$ cat src/rtl/dbp_defines.svh
/*
  Constants for the host that drives the double-buffered converter input port.
  Assumes a 100 MHz system clock; included by bare name from the rtl files.
*/
// Operation
// - All control pins are active low
// - Chip select low for every latch access; the wide variant holds cs_n high instead; here a wide OP_BYTE_HI still drives cs_n low
// - Serial bits MSB first, one per write
// - Latch strobe rate at most 10MHz
// - At least 20ns between successive-enable writes
// - Serial shift rate at most 10MHz
`ifndef DBP_DEFINES_SVH
`define DBP_DEFINES_SVH

// Timing in ns
`define DBP_CLK_NS 10
`define DBP_MAX_RATE_NS 100
`define DBP_GAP_NS 20

// Derived cycle counts, least times rounded up
`define DBP_WR_LOW_CYC (((`DBP_MAX_RATE_NS / 2) + `DBP_CLK_NS - 1) / `DBP_CLK_NS)
`define DBP_WR_HIGH_CYC (((`DBP_MAX_RATE_NS / 2) + `DBP_CLK_NS - 1) / `DBP_CLK_NS)
`define DBP_HOLD_CYC ((`DBP_GAP_NS + `DBP_CLK_NS - 1) / `DBP_CLK_NS)
`define DBP_SETUP_CYC (`DBP_WR_HIGH_CYC - `DBP_HOLD_CYC)

// Widths and counts
`define DBP_CNT_W 4
`define DBP_WORD_W 16
`define DBP_BYTE_W 8
`define DBP_SER_LAST 5'h0f
`define DBP_SER_BITS 5'h10
`define DBP_BIT_MSB 4'hf
`define DBP_CLEAR_CODE 16'h0000

`endif

$ cat src/rtl/dbp_pkg.sv
/*
  Types for the converter port host.
  Assumes nothing beyond the defines header.
*/
package dbp_pkg;

  typedef enum logic [1:0] {
    ST_IDLE = 2'h0,
    ST_BUSY = 2'h1
  } dbp_state_t;

  typedef enum logic [1:0] {
    PH_IDLE = 2'h0,
    PH_SETUP = 2'h1,
    PH_LOW = 2'h3,
    PH_HOLD = 2'h2
  } dbp_phase_t;

  typedef enum logic [2:0] {
    OP_BYTE_LO = 3'h0,
    OP_BYTE_HI = 3'h1,
    OP_XFER = 3'h2,
    OP_WORD = 3'h3,
    OP_SERIAL = 3'h4,
    OP_CLEAR = 3'h5
  } dbp_op_t;

  typedef enum logic [2:0] {
    K_END = 3'h0,
    K_LO = 3'h1,
    K_HI = 3'h2,
    K_SER = 3'h3,
    K_XFER = 3'h4,
    K_CLR = 3'h5
  } dbp_kind_t;

  typedef struct packed {
    logic cs_n;
    logic lo_n;
    logic hi_n;
    logic xf_n;
    logic [15:0] data;
  } dbp_pins_t;

endpackage

$ cat src/rtl/dbp_strobe_if.sv
/*
  Link between the host sequencer and its write/clear strobe timer.
  Assumes both ends on clk_sys.
*/
`timescale 1ns/10ps
`default_nettype none
interface dbp_strobe_if;
  logic go;
  logic use_clr;
  logic done;
  logic wr_n;
  logic clr_n;
  modport ctrl (output go, output use_clr, input done, input wr_n, input clr_n);
  modport gen (input go, input use_clr, output done, output wr_n, output clr_n);
endinterface
`default_nettype wire

$ cat src/rtl/dbp_strobe.sv
/*
  Strobe timer: setup, low pulse and hold for one write or clear.
  Assumes pins are set by the sequencer in the cycle go is raised.
*/
`timescale 1ns/10ps
`default_nettype none
`include "dbp_defines.svh"
module dbp_strobe (
  // Clock and reset
  input wire logic clk_sys,
  input wire logic rstn,
  // Sequencer side
  dbp_strobe_if.gen sb
);

  dbp_pkg::dbp_phase_t ph_r;
  logic [`DBP_CNT_W-1:0] cnt_r;
  logic clr_sel_r;

  ////////////////////////////////////////////////////////////////////////
  // Phase timer
  always_ff @(posedge clk_sys or negedge rstn) begin
    if (!rstn) begin
      ph_r <= dbp_pkg::PH_IDLE;
      cnt_r <= '0;
      clr_sel_r <= 1'b0;
    end else begin
      case (ph_r)
        dbp_pkg::PH_IDLE: begin
          if (sb.go) begin
            ph_r <= dbp_pkg::PH_SETUP;
            cnt_r <= `DBP_CNT_W'(`DBP_SETUP_CYC - 1);
            clr_sel_r <= sb.use_clr;
          end
        end
        dbp_pkg::PH_SETUP: begin
          if (cnt_r == '0) begin
            ph_r <= dbp_pkg::PH_LOW;
            cnt_r <= `DBP_CNT_W'(`DBP_WR_LOW_CYC - 1);
          end else begin
            cnt_r <= cnt_r - 1'b1;
          end
        end
        dbp_pkg::PH_LOW: begin
          if (cnt_r == '0) begin
            ph_r <= dbp_pkg::PH_HOLD;
            cnt_r <= `DBP_CNT_W'(`DBP_HOLD_CYC - 1);
          end else begin
            cnt_r <= cnt_r - 1'b1;
          end
        end
        dbp_pkg::PH_HOLD: begin
          if (cnt_r == '0) begin
            ph_r <= dbp_pkg::PH_IDLE;
          end else begin
            cnt_r <= cnt_r - 1'b1;
          end
        end
        default: ph_r <= dbp_pkg::PH_IDLE;
      endcase
    end
  end

  ////////////////////////////////////////////////////////////////////////
  // Strobe pins and done pulse
  always_ff @(posedge clk_sys or negedge rstn) begin
    if (!rstn) begin
      sb.wr_n <= 1'b1;
      sb.clr_n <= 1'b1;
      sb.done <= 1'b0;
    end else begin
      sb.wr_n <= !((ph_r == dbp_pkg::PH_SETUP && cnt_r == '0 && !clr_sel_r) ||
                   (ph_r == dbp_pkg::PH_LOW && cnt_r != '0 && !clr_sel_r));
      sb.clr_n <= !((ph_r == dbp_pkg::PH_SETUP && cnt_r == '0 && clr_sel_r) ||
                    (ph_r == dbp_pkg::PH_LOW && cnt_r != '0 && clr_sel_r));
      sb.done <= (ph_r == dbp_pkg::PH_HOLD && cnt_r == '0);
    end
  end
endmodule // dbp_strobe
`default_nettype wire

$ cat src/rtl/dbp_host.sv
/*
  Host sequencer driving the converter's latch enables, write, clear and data.
  Assumes command inputs come from logic on clk_sys; pins go to the device.
*/
`timescale 1ns/10ps
`default_nettype none
`include "dbp_defines.svh"
module dbp_host (
  // Clock and reset
  input wire logic clk_sys,
  input wire logic rstn,
  // Command side
  input wire logic cmd_valid,
  input wire logic [2:0] cmd_op,
  input wire logic [15:0] cmd_data,
  input wire logic cmd_wide,
  output logic cmd_ready,
  output logic cmd_done,
  output logic cmd_err,
  // Device pins
  output logic cs_n,
  output logic wr_n,
  output logic low_byte_enable_n,
  output logic high_byte_enable_n,
  output logic transfer_enable_n,
  output logic clear_n,
  output logic [15:0] dac_data
);

  dbp_strobe_if sif ();

  dbp_pkg::dbp_state_t state_r, state_nxt;
  dbp_pkg::dbp_kind_t kind_r, kind_nxt;
  dbp_pkg::dbp_op_t op_r, op_nxt;
  dbp_pkg::dbp_pins_t pins_r;
  logic [15:0] word_r, word_nxt;
  logic [15:0] shift_r, shift_nxt;
  logic [4:0] bitcnt_r, bitcnt_nxt;
  logic wide_r, wide_nxt;
  logic go_nxt, done_nxt, err_nxt;
  logic ready_r, done_r, err_r, go_r, clr_r;

  ////////////////////////////////////////////////////////////////////////
  // Step decode
  function automatic dbp_pkg::dbp_kind_t first_kind(input dbp_pkg::dbp_op_t op);
    case (op)
      dbp_pkg::OP_BYTE_LO: first_kind = dbp_pkg::K_LO;
      dbp_pkg::OP_BYTE_HI: first_kind = dbp_pkg::K_HI;
      dbp_pkg::OP_XFER: first_kind = dbp_pkg::K_XFER;
      dbp_pkg::OP_WORD: first_kind = dbp_pkg::K_LO;
      dbp_pkg::OP_SERIAL: first_kind = dbp_pkg::K_SER;
      dbp_pkg::OP_CLEAR: first_kind = dbp_pkg::K_CLR;
      default: first_kind = dbp_pkg::K_END;
    endcase
  endfunction

  function automatic dbp_pkg::dbp_kind_t next_kind(input dbp_pkg::dbp_kind_t k, input dbp_pkg::dbp_op_t op,
                                                   input logic wide, input logic [4:0] cnt);
    next_kind = dbp_pkg::K_END;
    case (k)
      dbp_pkg::K_LO: begin
        if (op == dbp_pkg::OP_WORD) begin
          next_kind = wide ? dbp_pkg::K_XFER : dbp_pkg::K_HI;
        end
      end
      dbp_pkg::K_HI: begin
        if (op == dbp_pkg::OP_WORD) begin
          next_kind = dbp_pkg::K_XFER;
        end
      end
      dbp_pkg::K_SER: begin
        next_kind = (cnt == `DBP_SER_LAST) ? dbp_pkg::K_XFER : dbp_pkg::K_SER;
      end
      default: next_kind = dbp_pkg::K_END;
    endcase
  endfunction

  // Pin levels for one step; enables idle high
  function automatic dbp_pkg::dbp_pins_t pin_map(input dbp_pkg::dbp_kind_t k, input logic wide,
                                                 input logic [15:0] w, input logic [15:0] s);
    pin_map = '{cs_n: 1'b1, lo_n: 1'b1, hi_n: 1'b1, xf_n: 1'b1, data: '0};
    case (k)
      dbp_pkg::K_LO: begin
        pin_map.cs_n = wide;
        pin_map.lo_n = 1'b0;
        pin_map.data = wide ? w : {8'h00, w[`DBP_BYTE_W-1:0]};
      end
      dbp_pkg::K_HI: begin
        pin_map.cs_n = 1'b0;
        pin_map.hi_n = 1'b0;
        pin_map.data = {8'h00, w[`DBP_WORD_W-1:`DBP_BYTE_W]};
      end
      dbp_pkg::K_SER: begin
        pin_map.cs_n = 1'b0;
        pin_map.lo_n = 1'b0;
        pin_map.hi_n = 1'b0;
        pin_map.data = {15'h0000, s[`DBP_WORD_W-1]};
      end
      dbp_pkg::K_XFER: begin
        pin_map.cs_n = wide;
        pin_map.hi_n = !wide;
        pin_map.xf_n = wide;
      end
      default: pin_map.cs_n = 1'b1;
    endcase
  endfunction

  ////////////////////////////////////////////////////////////////////////
  // Sequencer next state
  always_comb begin
    state_nxt = state_r;
    kind_nxt = kind_r;
    op_nxt = op_r;
    word_nxt = word_r;
    shift_nxt = shift_r;
    bitcnt_nxt = bitcnt_r;
    wide_nxt = wide_r;
    go_nxt = 1'b0;
    done_nxt = 1'b0;
    err_nxt = 1'b0;
    case (state_r)
      dbp_pkg::ST_IDLE: begin
        if (cmd_valid) begin
          if ((cmd_op == dbp_pkg::OP_SERIAL && cmd_wide) || cmd_op > dbp_pkg::OP_CLEAR) begin
            err_nxt = 1'b1;
          end else begin
            op_nxt = dbp_pkg::dbp_op_t'(cmd_op);
            kind_nxt = first_kind(dbp_pkg::dbp_op_t'(cmd_op));
            word_nxt = cmd_data;
            shift_nxt = cmd_data;
            bitcnt_nxt = '0;
            wide_nxt = cmd_wide;
            go_nxt = 1'b1;
            state_nxt = dbp_pkg::ST_BUSY;
          end
        end
      end
      dbp_pkg::ST_BUSY: begin
        if (sif.done) begin
          if (kind_r == dbp_pkg::K_SER) begin
            shift_nxt = {shift_r[`DBP_WORD_W-2:0], 1'b0};
            bitcnt_nxt = bitcnt_r + 5'h01;
          end
          kind_nxt = next_kind(kind_r, op_r, wide_r, bitcnt_r);
          if (kind_nxt == dbp_pkg::K_END) begin
            state_nxt = dbp_pkg::ST_IDLE;
            done_nxt = 1'b1;
          end else begin
            go_nxt = 1'b1;
          end
        end
      end
      default: state_nxt = dbp_pkg::ST_IDLE;
    endcase
  end

  ////////////////////////////////////////////////////////////////////////
  // Sequencer state
  always_ff @(posedge clk_sys or negedge rstn) begin
    if (!rstn) begin
      state_r <= dbp_pkg::ST_IDLE;
      kind_r <= dbp_pkg::K_END;
      op_r <= dbp_pkg::OP_BYTE_LO;
      word_r <= `DBP_CLEAR_CODE;
      shift_r <= `DBP_CLEAR_CODE;
      bitcnt_r <= '0;
      wide_r <= 1'b0;
    end else begin
      state_r <= state_nxt;
      kind_r <= kind_nxt;
      op_r <= op_nxt;
      word_r <= word_nxt;
      shift_r <= shift_nxt;
      bitcnt_r <= bitcnt_nxt;
      wide_r <= wide_nxt;
    end
  end

  ////////////////////////////////////////////////////////////////////////
  // Pins and command status
  always_ff @(posedge clk_sys or negedge rstn) begin
    if (!rstn) begin
      pins_r <= '{cs_n: 1'b1, lo_n: 1'b1, hi_n: 1'b1, xf_n: 1'b1, data: '0};
      ready_r <= 1'b1;
      done_r <= 1'b0;
      err_r <= 1'b0;
      go_r <= 1'b0;
      clr_r <= 1'b0;
    end else begin
      if (state_r == dbp_pkg::ST_IDLE || sif.done) begin
        pins_r <= pin_map(kind_nxt, wide_nxt, word_nxt, shift_nxt);
      end
      ready_r <= (state_nxt == dbp_pkg::ST_IDLE);
      done_r <= done_nxt;
      err_r <= err_nxt;
      go_r <= go_nxt;
      clr_r <= (kind_nxt == dbp_pkg::K_CLR);
    end
  end

  assign sif.go = go_r;
  assign sif.use_clr = clr_r;

  dbp_strobe u_strobe (
    .clk_sys (clk_sys),
    .rstn (rstn),
    .sb (sif.gen)
  );

  assign cmd_ready = ready_r;
  assign cmd_done = done_r;
  assign cmd_err = err_r;
  assign cs_n = pins_r.cs_n;
  assign low_byte_enable_n = pins_r.lo_n;
  assign high_byte_enable_n = pins_r.hi_n;
  assign transfer_enable_n = pins_r.xf_n;
  assign dac_data = pins_r.data;
  assign wr_n = sif.wr_n;
  assign clear_n = sif.clr_n;
endmodule // dbp_host
`default_nettype wire

$ cat config.mk
export PLATFORM = sky130hd
export DESIGN_NAME = dbp_host
export DESIGN_NICKNAME = d
export VERILOG_FILES = /design/src/rtl/dbp_pkg.sv /design/src/rtl/dbp_strobe_if.sv /design/src/rtl/dbp_strobe.sv /design/src/rtl/dbp_host.sv
export VERILOG_INCLUDE_DIRS = /design/src /design/src/rtl
export SDC_FILE = /design/constraint.sdc
export NUM_CORES = 1
export LEC_CHECK = 0
export BUFFER_PORTS_ARGS = -buffer_cell sky130_fd_sc_hd__buf_2
export CAP_MARGIN = 0
export CORE_ASPECT_RATIO = 0.6
export CORE_UTILIZATION = 43
export CTS_CLUSTER_SIZE = 20
export DETAILED_ROUTE_END_ITERATION = 8
export PLACE_DENSITY = 0.68
export SLEW_MARGIN = 10
export SYNTH_ARGS = -nofsm -noshare
export SYNTH_HDL_FRONTEND = slang
export SYNTH_SLANG_ARGS = --single-unit
$ cat constraint.sdc
create_clock -name clk_sys -period 2.7 [get_ports clk_sys]
set_clock_uncertainty 0.05 [all_clocks]
set_input_delay 0.54 -clock clk_sys [delete_from_list [all_inputs] [get_ports clk_sys]]
set_output_delay 0.54 -clock clk_sys [all_outputs]
set_load 0.005 [all_outputs]
Word level (Yosys, flattened, before mapping)
Cells that the tools add are included.
Widths: inputs -> output; s select.
Storage, ports and cells
  logic and storage cells: 149
  flip-flop bits (word level): 81
  output and inout bits: 25
Cells by class
  $lt $le $gt $ge: 1
  bitwise logic cells: 1
  add/subtract/negate cells: 2
  muxes and demuxes: 60
  reductions and logical operators: 33
  equal/unequal tests: 28
Operators by type and width (count)
  $mux 16: 8
  $pmux 16 s3: 1
  $pmux 16 s2: 1
  $mux 3: 9
  $eq 3x2->1 const B: 7
  $mux 5: 4
  $mux 2: 8
  $mux 4: 4
  $pmux 4 s4: 1
  $mux 1: 15
  $pmux 3 s5: 1
  $eq 3x3->1 const B: 4
  $ne 2x2->1 const B: 5
  $pmux 5 s2: 1
  $eq 3x1->1 const B: 3
  $pmux 3 s3: 1
  $logic_and 1x1->1: 8
  $ne 2x1->1 const B: 4
  $pmux 2 s4: 1
  $reduce_or 2->1: 4
  $logic_not 2->1: 3
  $logic_not 3->1: 2
  $pmux 1 s2: 3
  $pmux 3 s2: 1
  17 further kinds: 26

Logic depth before layout (Yosys ltp)
  depth in word-level cells: 10
  mapped depth: 9
  depth with buffers taken out: 9

Modules after synthesis
Synthesis repeated with hierarchy kept, for this count alone.
Second synthesis, totals
  cells, all modules: 338
  area, all modules: 3654.8 µm²
Modules (own cells, without submodules)
  dbp_host: cells an instance 282, area an instance 3099.2 µm², sequential area each 1783.0 µm², instances 1
  dbp_strobe: cells an instance 56, area an instance 555.5 µm², sequential area each 252.7 µm², instances 1

Worst setup path after synthesis
OpenSTA, ideal clock, no wires.
  path kind: in2reg
  from: in cmd_op[2]
  to: reg pins_r, in the netlist dac_data[4]
  cell stages on the path: 7
  arrival time: 1.983 ns
  library setup time: 0.121 ns
  slack: 0.546 ns
  cells stage by stage: clkbuf_1 -> o21ai_1 -> nand2_1 -> buf_2 -> mux2_2 -> o2bb2ai_1 -> a22o_1
On the way
  longest elaborated chain between the ends: 8
Ends and longest elaborated chain
  from (decl): RTL line dbp_host.sv:14  | input wire logic [2:0] cmd_op,
  branches (longest 2 deep; another with $gt 3x3->1)
  $logic_or 1x1->1 (*): RTL line dbp_host.sv:124  | if ((cmd_op == dbp_pkg::OP_SERIAL && cmd_wide) || cmd_op > dbp_pkg::OP_CLEAR) begin
  $mux 16 (*): RTL line dbp_host.sv:124
  $mux 16 (*): RTL line dbp_host.sv:123  | if (cmd_valid) begin
  $mux 16 (*): RTL line dbp_host.sv:121  | case (state_r)
  net word_nxt[4]: RTL line dbp_host.sv:36  | logic [15:0] word_r, word_nxt;
  $mux 16 (*): RTL line dbp_host.sv:86  | pin_map.data = wide ? w : {8'h00, w[`DBP_BYTE_W-1:0]};
  $pmux 16 s3 (*): RTL line dbp_host.sv:82  | case (k)
  to (signal assigned): RTL line dbp_host.sv:183  | pins_r <= '{cs_n: 1'b1, lo_n: 1'b1, hi_n: 1'b1, xf_n: 1'b1, data: '0};
  to (signal assigned): RTL line dbp_host.sv:191  | pins_r <= pin_map(kind_nxt, wide_nxt, word_nxt, shift_nxt);
  to (decl): RTL line dbp_host.sv:35  | dbp_pkg::dbp_pins_t pins_r;
Mark *: on every way through the listed nets, which the timed path passes.
A chain may end at the register's enable or synchronous reset.

Final worst setup path
  from: reg bitcnt_r[0]
  to: reg pins_r, in the netlist dac_data[8]
On the way
  longest elaborated chain between the ends: 9
Ends and longest elaborated chain
  from (decl): RTL line dbp_host.sv:38  | logic [4:0] bitcnt_r, bitcnt_nxt;
  from (signal assigned): RTL line dbp_host.sv:174  | bitcnt_r <= bitcnt_nxt;
  $eq 5x4->1 (no source line) (*)
  $mux 3 (*): RTL line dbp_host.sv:72  | next_kind = (cnt == `DBP_SER_LAST) ? dbp_pkg::K_XFER : dbp_pkg::K_SER;
  $pmux 3 s3 (*): RTL line dbp_host.sv:60  | case (k)
  $mux 3 (*): RTL line dbp_host.sv:139  | if (sif.done) begin
  $mux 3 (*): RTL line dbp_host.sv:121
  $mux 3 (*): RTL line dbp_host.sv:139
  $pmux 3 s2 (*): RTL line dbp_host.sv:121
  $eq 3x2->1 / $eq 3x1->1 (equally long branches): RTL line dbp_host.sv:82
  $pmux 16 s3 (*): RTL line dbp_host.sv:82
Every way passes the cells marked *; elsewhere a longest branch is shown, timed or not. The select of a mux whose other input is x is not followed.

==> impl_metrics.tcl <==
set metrics [dict create \
    first_global_vias 2712 \
    cp_slowest_stage_delay_ps 530 \
    grt_max_degree 43 \
    rsz0062_at_grt "false" \
    viasPerCell 5.700 \
    hold_slack_ps 156.5 \
    h-tree-depth 3 \
    path_clk_slew_ps 60 \
    slew_violations 0 \
    totalWireLength_um 9528 \
    worstReg2RegStart "bitcnt_r[0]$_DFFE_PN0P_" \
    min_period_ps 2488 \
    worstPathArrival_ps 2690 \
    drc_errors 0 \
    cp_cell_sequence "ha_1, and3_1, ha_1, nand3_1, nand3_1, nor2_1, nand3_2, o21ai_0" \
    dpl.hpwl_um 6823 \
    synth_cells 353 \
    cts_tree "yes" \
    synth_top_cell_by_area "dfrtp_1" \
    dieArea_um2 9113 \
    reg2reg_slack_ps 210 \
    ys_seq_area_share_pct 54.27 \
    regToRegEndpoint "dac_data[8]$_DFFE_PN0P_" \
    maxCapViolCount 0 \
    setup_viol 0 \
    syn_area_um2 3751 \
    track_usage_pct 22.58 \
    cts_buffers 9 \
    nets 433 \
    worstMarginPinSlew_ps 647.2 \
    tns_ps 0 \
    drtIter0Drc 251 \
    hold_buffers 0 \
    cts_setup_buffers 0 \
    cts_resized 0 \
    fill_cells 697 \
    p_leak_nw 2.164 \
    yosys.area.top_type_share_pct 49.37 \
    antenna_found_initial 0 \
    overflow 0 \
    yosysMostFrequentCell "dfrtp_1" \
    startpoint_type "register" \
    ys_top_cells_by_area "dfrtp_1 49%, dfstp_2 4.9%, nand2_1 4.0%" \
    coreArea_um2 8164 \
    synth_area_per_cell_um2 10.63 \
    cp-end-kind "register" \
    seqCellArea_um2 2036 \
    placementRows 25 \
    period_share_pct 92.17 \
    ant_nets 0 \
    yosys_warnings 0 \
    die_width_um 122.6 \
    num_vias 2964 \
    ys.flop_type "dfrtp_1" \
    synthToLayoutAreaGrowth_pct 19.08 \
    synthArstFlopShare_pct 100.0 \
    worstRegToRegCells 8 \
    multiInputGateArea_um2 1513 \
    drive_above_1_share_pct 25.49 \
    clockBufferDepth 2 \
    ys_top_cells_by_count "74 x dfrtp_1, 40 x nand2_1, 33 x inv_1" \
    crit_required_ps 2900 \
    relSlewSlack_pct 56.75 \
    hold_path.class "in -> async" \
    io-pin-count 48 \
    port_buffers 47 \
    synth_cell_types 64 \
    outcome "finished, final reports clean" \
    fmax_mhz 401.9 \
    root_buffer "clkbuf_16" \
    path_class "reg -> reg" \
    initial_utilization_pct 45.95 \
    gp_congestion 0.8858 \
    crit_fanout 8 \
    drt_first_pass_iters 8 \
    clock-sinks 81 \
    num_antenna_cells 0 \
    syn_nets 379 \
    synth_edf_count 0 \
    die-height_um 74.35 \
    grt_first_pass_wirelength_um 15010 \
    wl_per_cell_um 18.32 \
    ys_seq_elements 81 \
    hold_viol_final 0 \
    worstSkewPairLatency_ps 330 \
    peakVddDrop_v 0.0003417 \
    power_density_nw_per_um2 920.8 \
    cp_slowest_cell "nor2_1" \
]
==> worst max-delay path by stage <==
stage	slack, ps	start	depth (start not counted)	end
after floorplan	550	cmd_op[2]	7	dac_data[4]$_DFFE_PN0P_
after global placement	220	cmd_op[0]	7	dac_data[4]$_DFFE_PN0P_
after detailed placement	200	cmd_op[0]	7	dac_data[6]$_DFFE_PN0P_
after CTS	210	bitcnt_r[0]$_DFFE_PN0P_	8	dac_data[5]$_DFFE_PN0P_
after global routing	20	bitcnt_r[0]$_DFFE_PN0P_	8	dac_data[5]$_DFFE_PN0P_
final	210	bitcnt_r[0]$_DFFE_PN0P_	8	dac_data[8]$_DFFE_PN0P_
==> per-stage QoR <==
| step | utilization (%) | worst slack, ps | total power [mW] | cells | area (um^2) |
|---|---|---|---|---|---|
| floorplan | - | 545.8 | 2.402 | 353 | 3751 |
| global placement | 50.67 | 215.6 | 2.737 | 504 | 4136 |
| detailed placement | 50.67 | 195.8 | 2.770 | 504 | 4136 |
| CTS | 54.71 | 213.2 | 4.118 | 520 | 4467 |
| global route | 54.71 | 15.44 | 4.333 | 520 | 4467 |
| finish | 54.71 | 211.5 | 4.113 | 520 | 4467 |
==> worst max-delay path, delay by kind of cell, from the launching register on <==
kind	cells	cell delay, ps
adders and majority gates	2	450
DFF	1	420
AOI/OAI and AO/OA	1	240
and+or+nand+nor	5	1240
==> cells in the final DEF, fill, tap and decap left out, types with 3 or more instances in the layout <==
master / Yosys / layout
clkinv_4: 0 / 3
o21ai_0: 26 / 26
nand2b_1: 7 / 7
nand3_1: 9 / 9
a222oi_1: 13 / 13
nand2_1: 40 / 40
and3b_1: 4 / 4
ha_1: 3 / 3
nor3_1: 4 / 4
buf_4: 1 / 10
clkbuf_16: 0 / 9
nor2b_1: 4 / 4
o2111ai_1: 3 / 3
mux2i_1: 8 / 8
nor2_1: 21 / 21
a22o_1: 7 / 7
dfrtp_1: 74 / 74
buf_2: 3 / 46
a21oi_1: 5 / 5
o2bb2ai_1: 5 / 5
a31oi_1: 3 / 3
mux2_2: 10 / 10
dfstp_2: 7 / 7
inv_1: 33 / 33
==> power breakdown <==
group / switching, mW / internal (mW)
clock: 0.496 / 0.838
combinational: 0.584 / 0.445
sequential: 0.224 / 1.53
==> sequential cells by signal, summed over array words and instances (netlist names) <==
register            count
cmd_ready               1
op_r                    3
cs_n                    1
transfer_enable_n       1
dac_data               16
kind_r                  3
cmd_done                1
u_strobe.sb.wr_n        1
high_byte_enable_n      1
u_strobe.ph_r           2
word_r                 16
u_strobe.sb.clr_n       1
bitcnt_r                5
go_r                    1
state_r                 2
low_byte_enable_n       1
u_strobe.clr_sel_r      1
u_strobe.cnt_r          4
u_strobe.sb.done        1
clr_r                   1
cmd_err                 1
shift_r                16
wide_r                  1
==> routing by layer <==
layer,GRT usage [%],up-vias,share of wire [%]
met4,6.098,0,1.2
met2,29.53,140,40
li1,-,1368,-
met5,0,-,0
met3,6.365,15,8.4
met1,35.69,1441,50
==> final cells by class <==
| cell class | instances | share of cell area [%] |
|---|---|---|
| clock buffers | 10 | 5.350 |
| clock inverters | 6 | 2.045 |
| inverters | 34 | 2.857 |
| multi-input cells | 224 | 33.87 |
| flip-flops and latches | 81 | 45.57 |
| well taps | 108 | 3.025 |
| repair buffers | 57 | 7.283 |
==> kinds of logic (layout without fill, tap and decap cells) <==
| kind of cell | count (synthesis) | in the layout | share of synthesized area, % |
|---|---|---|---|
| other | 1 | 1 | 0.09997 |
| AND/OR/NAND/NOR | 108 | 108 | 14.64 |
| adder cells (fa/ha/maj) | 4 | 4 | 1.268 |
| multiplexers | 18 | 18 | 5.137 |
| XOR/XNOR | 4 | 4 | 0.9341 |
| flip-flops | 81 | 81 | 54.27 |
| buffers and inverters | 48 | 107 | 5.403 |
| AO/OA/AOI/OAI | 89 | 89 | 18.25 |
(Power assumes the default switching activity.)
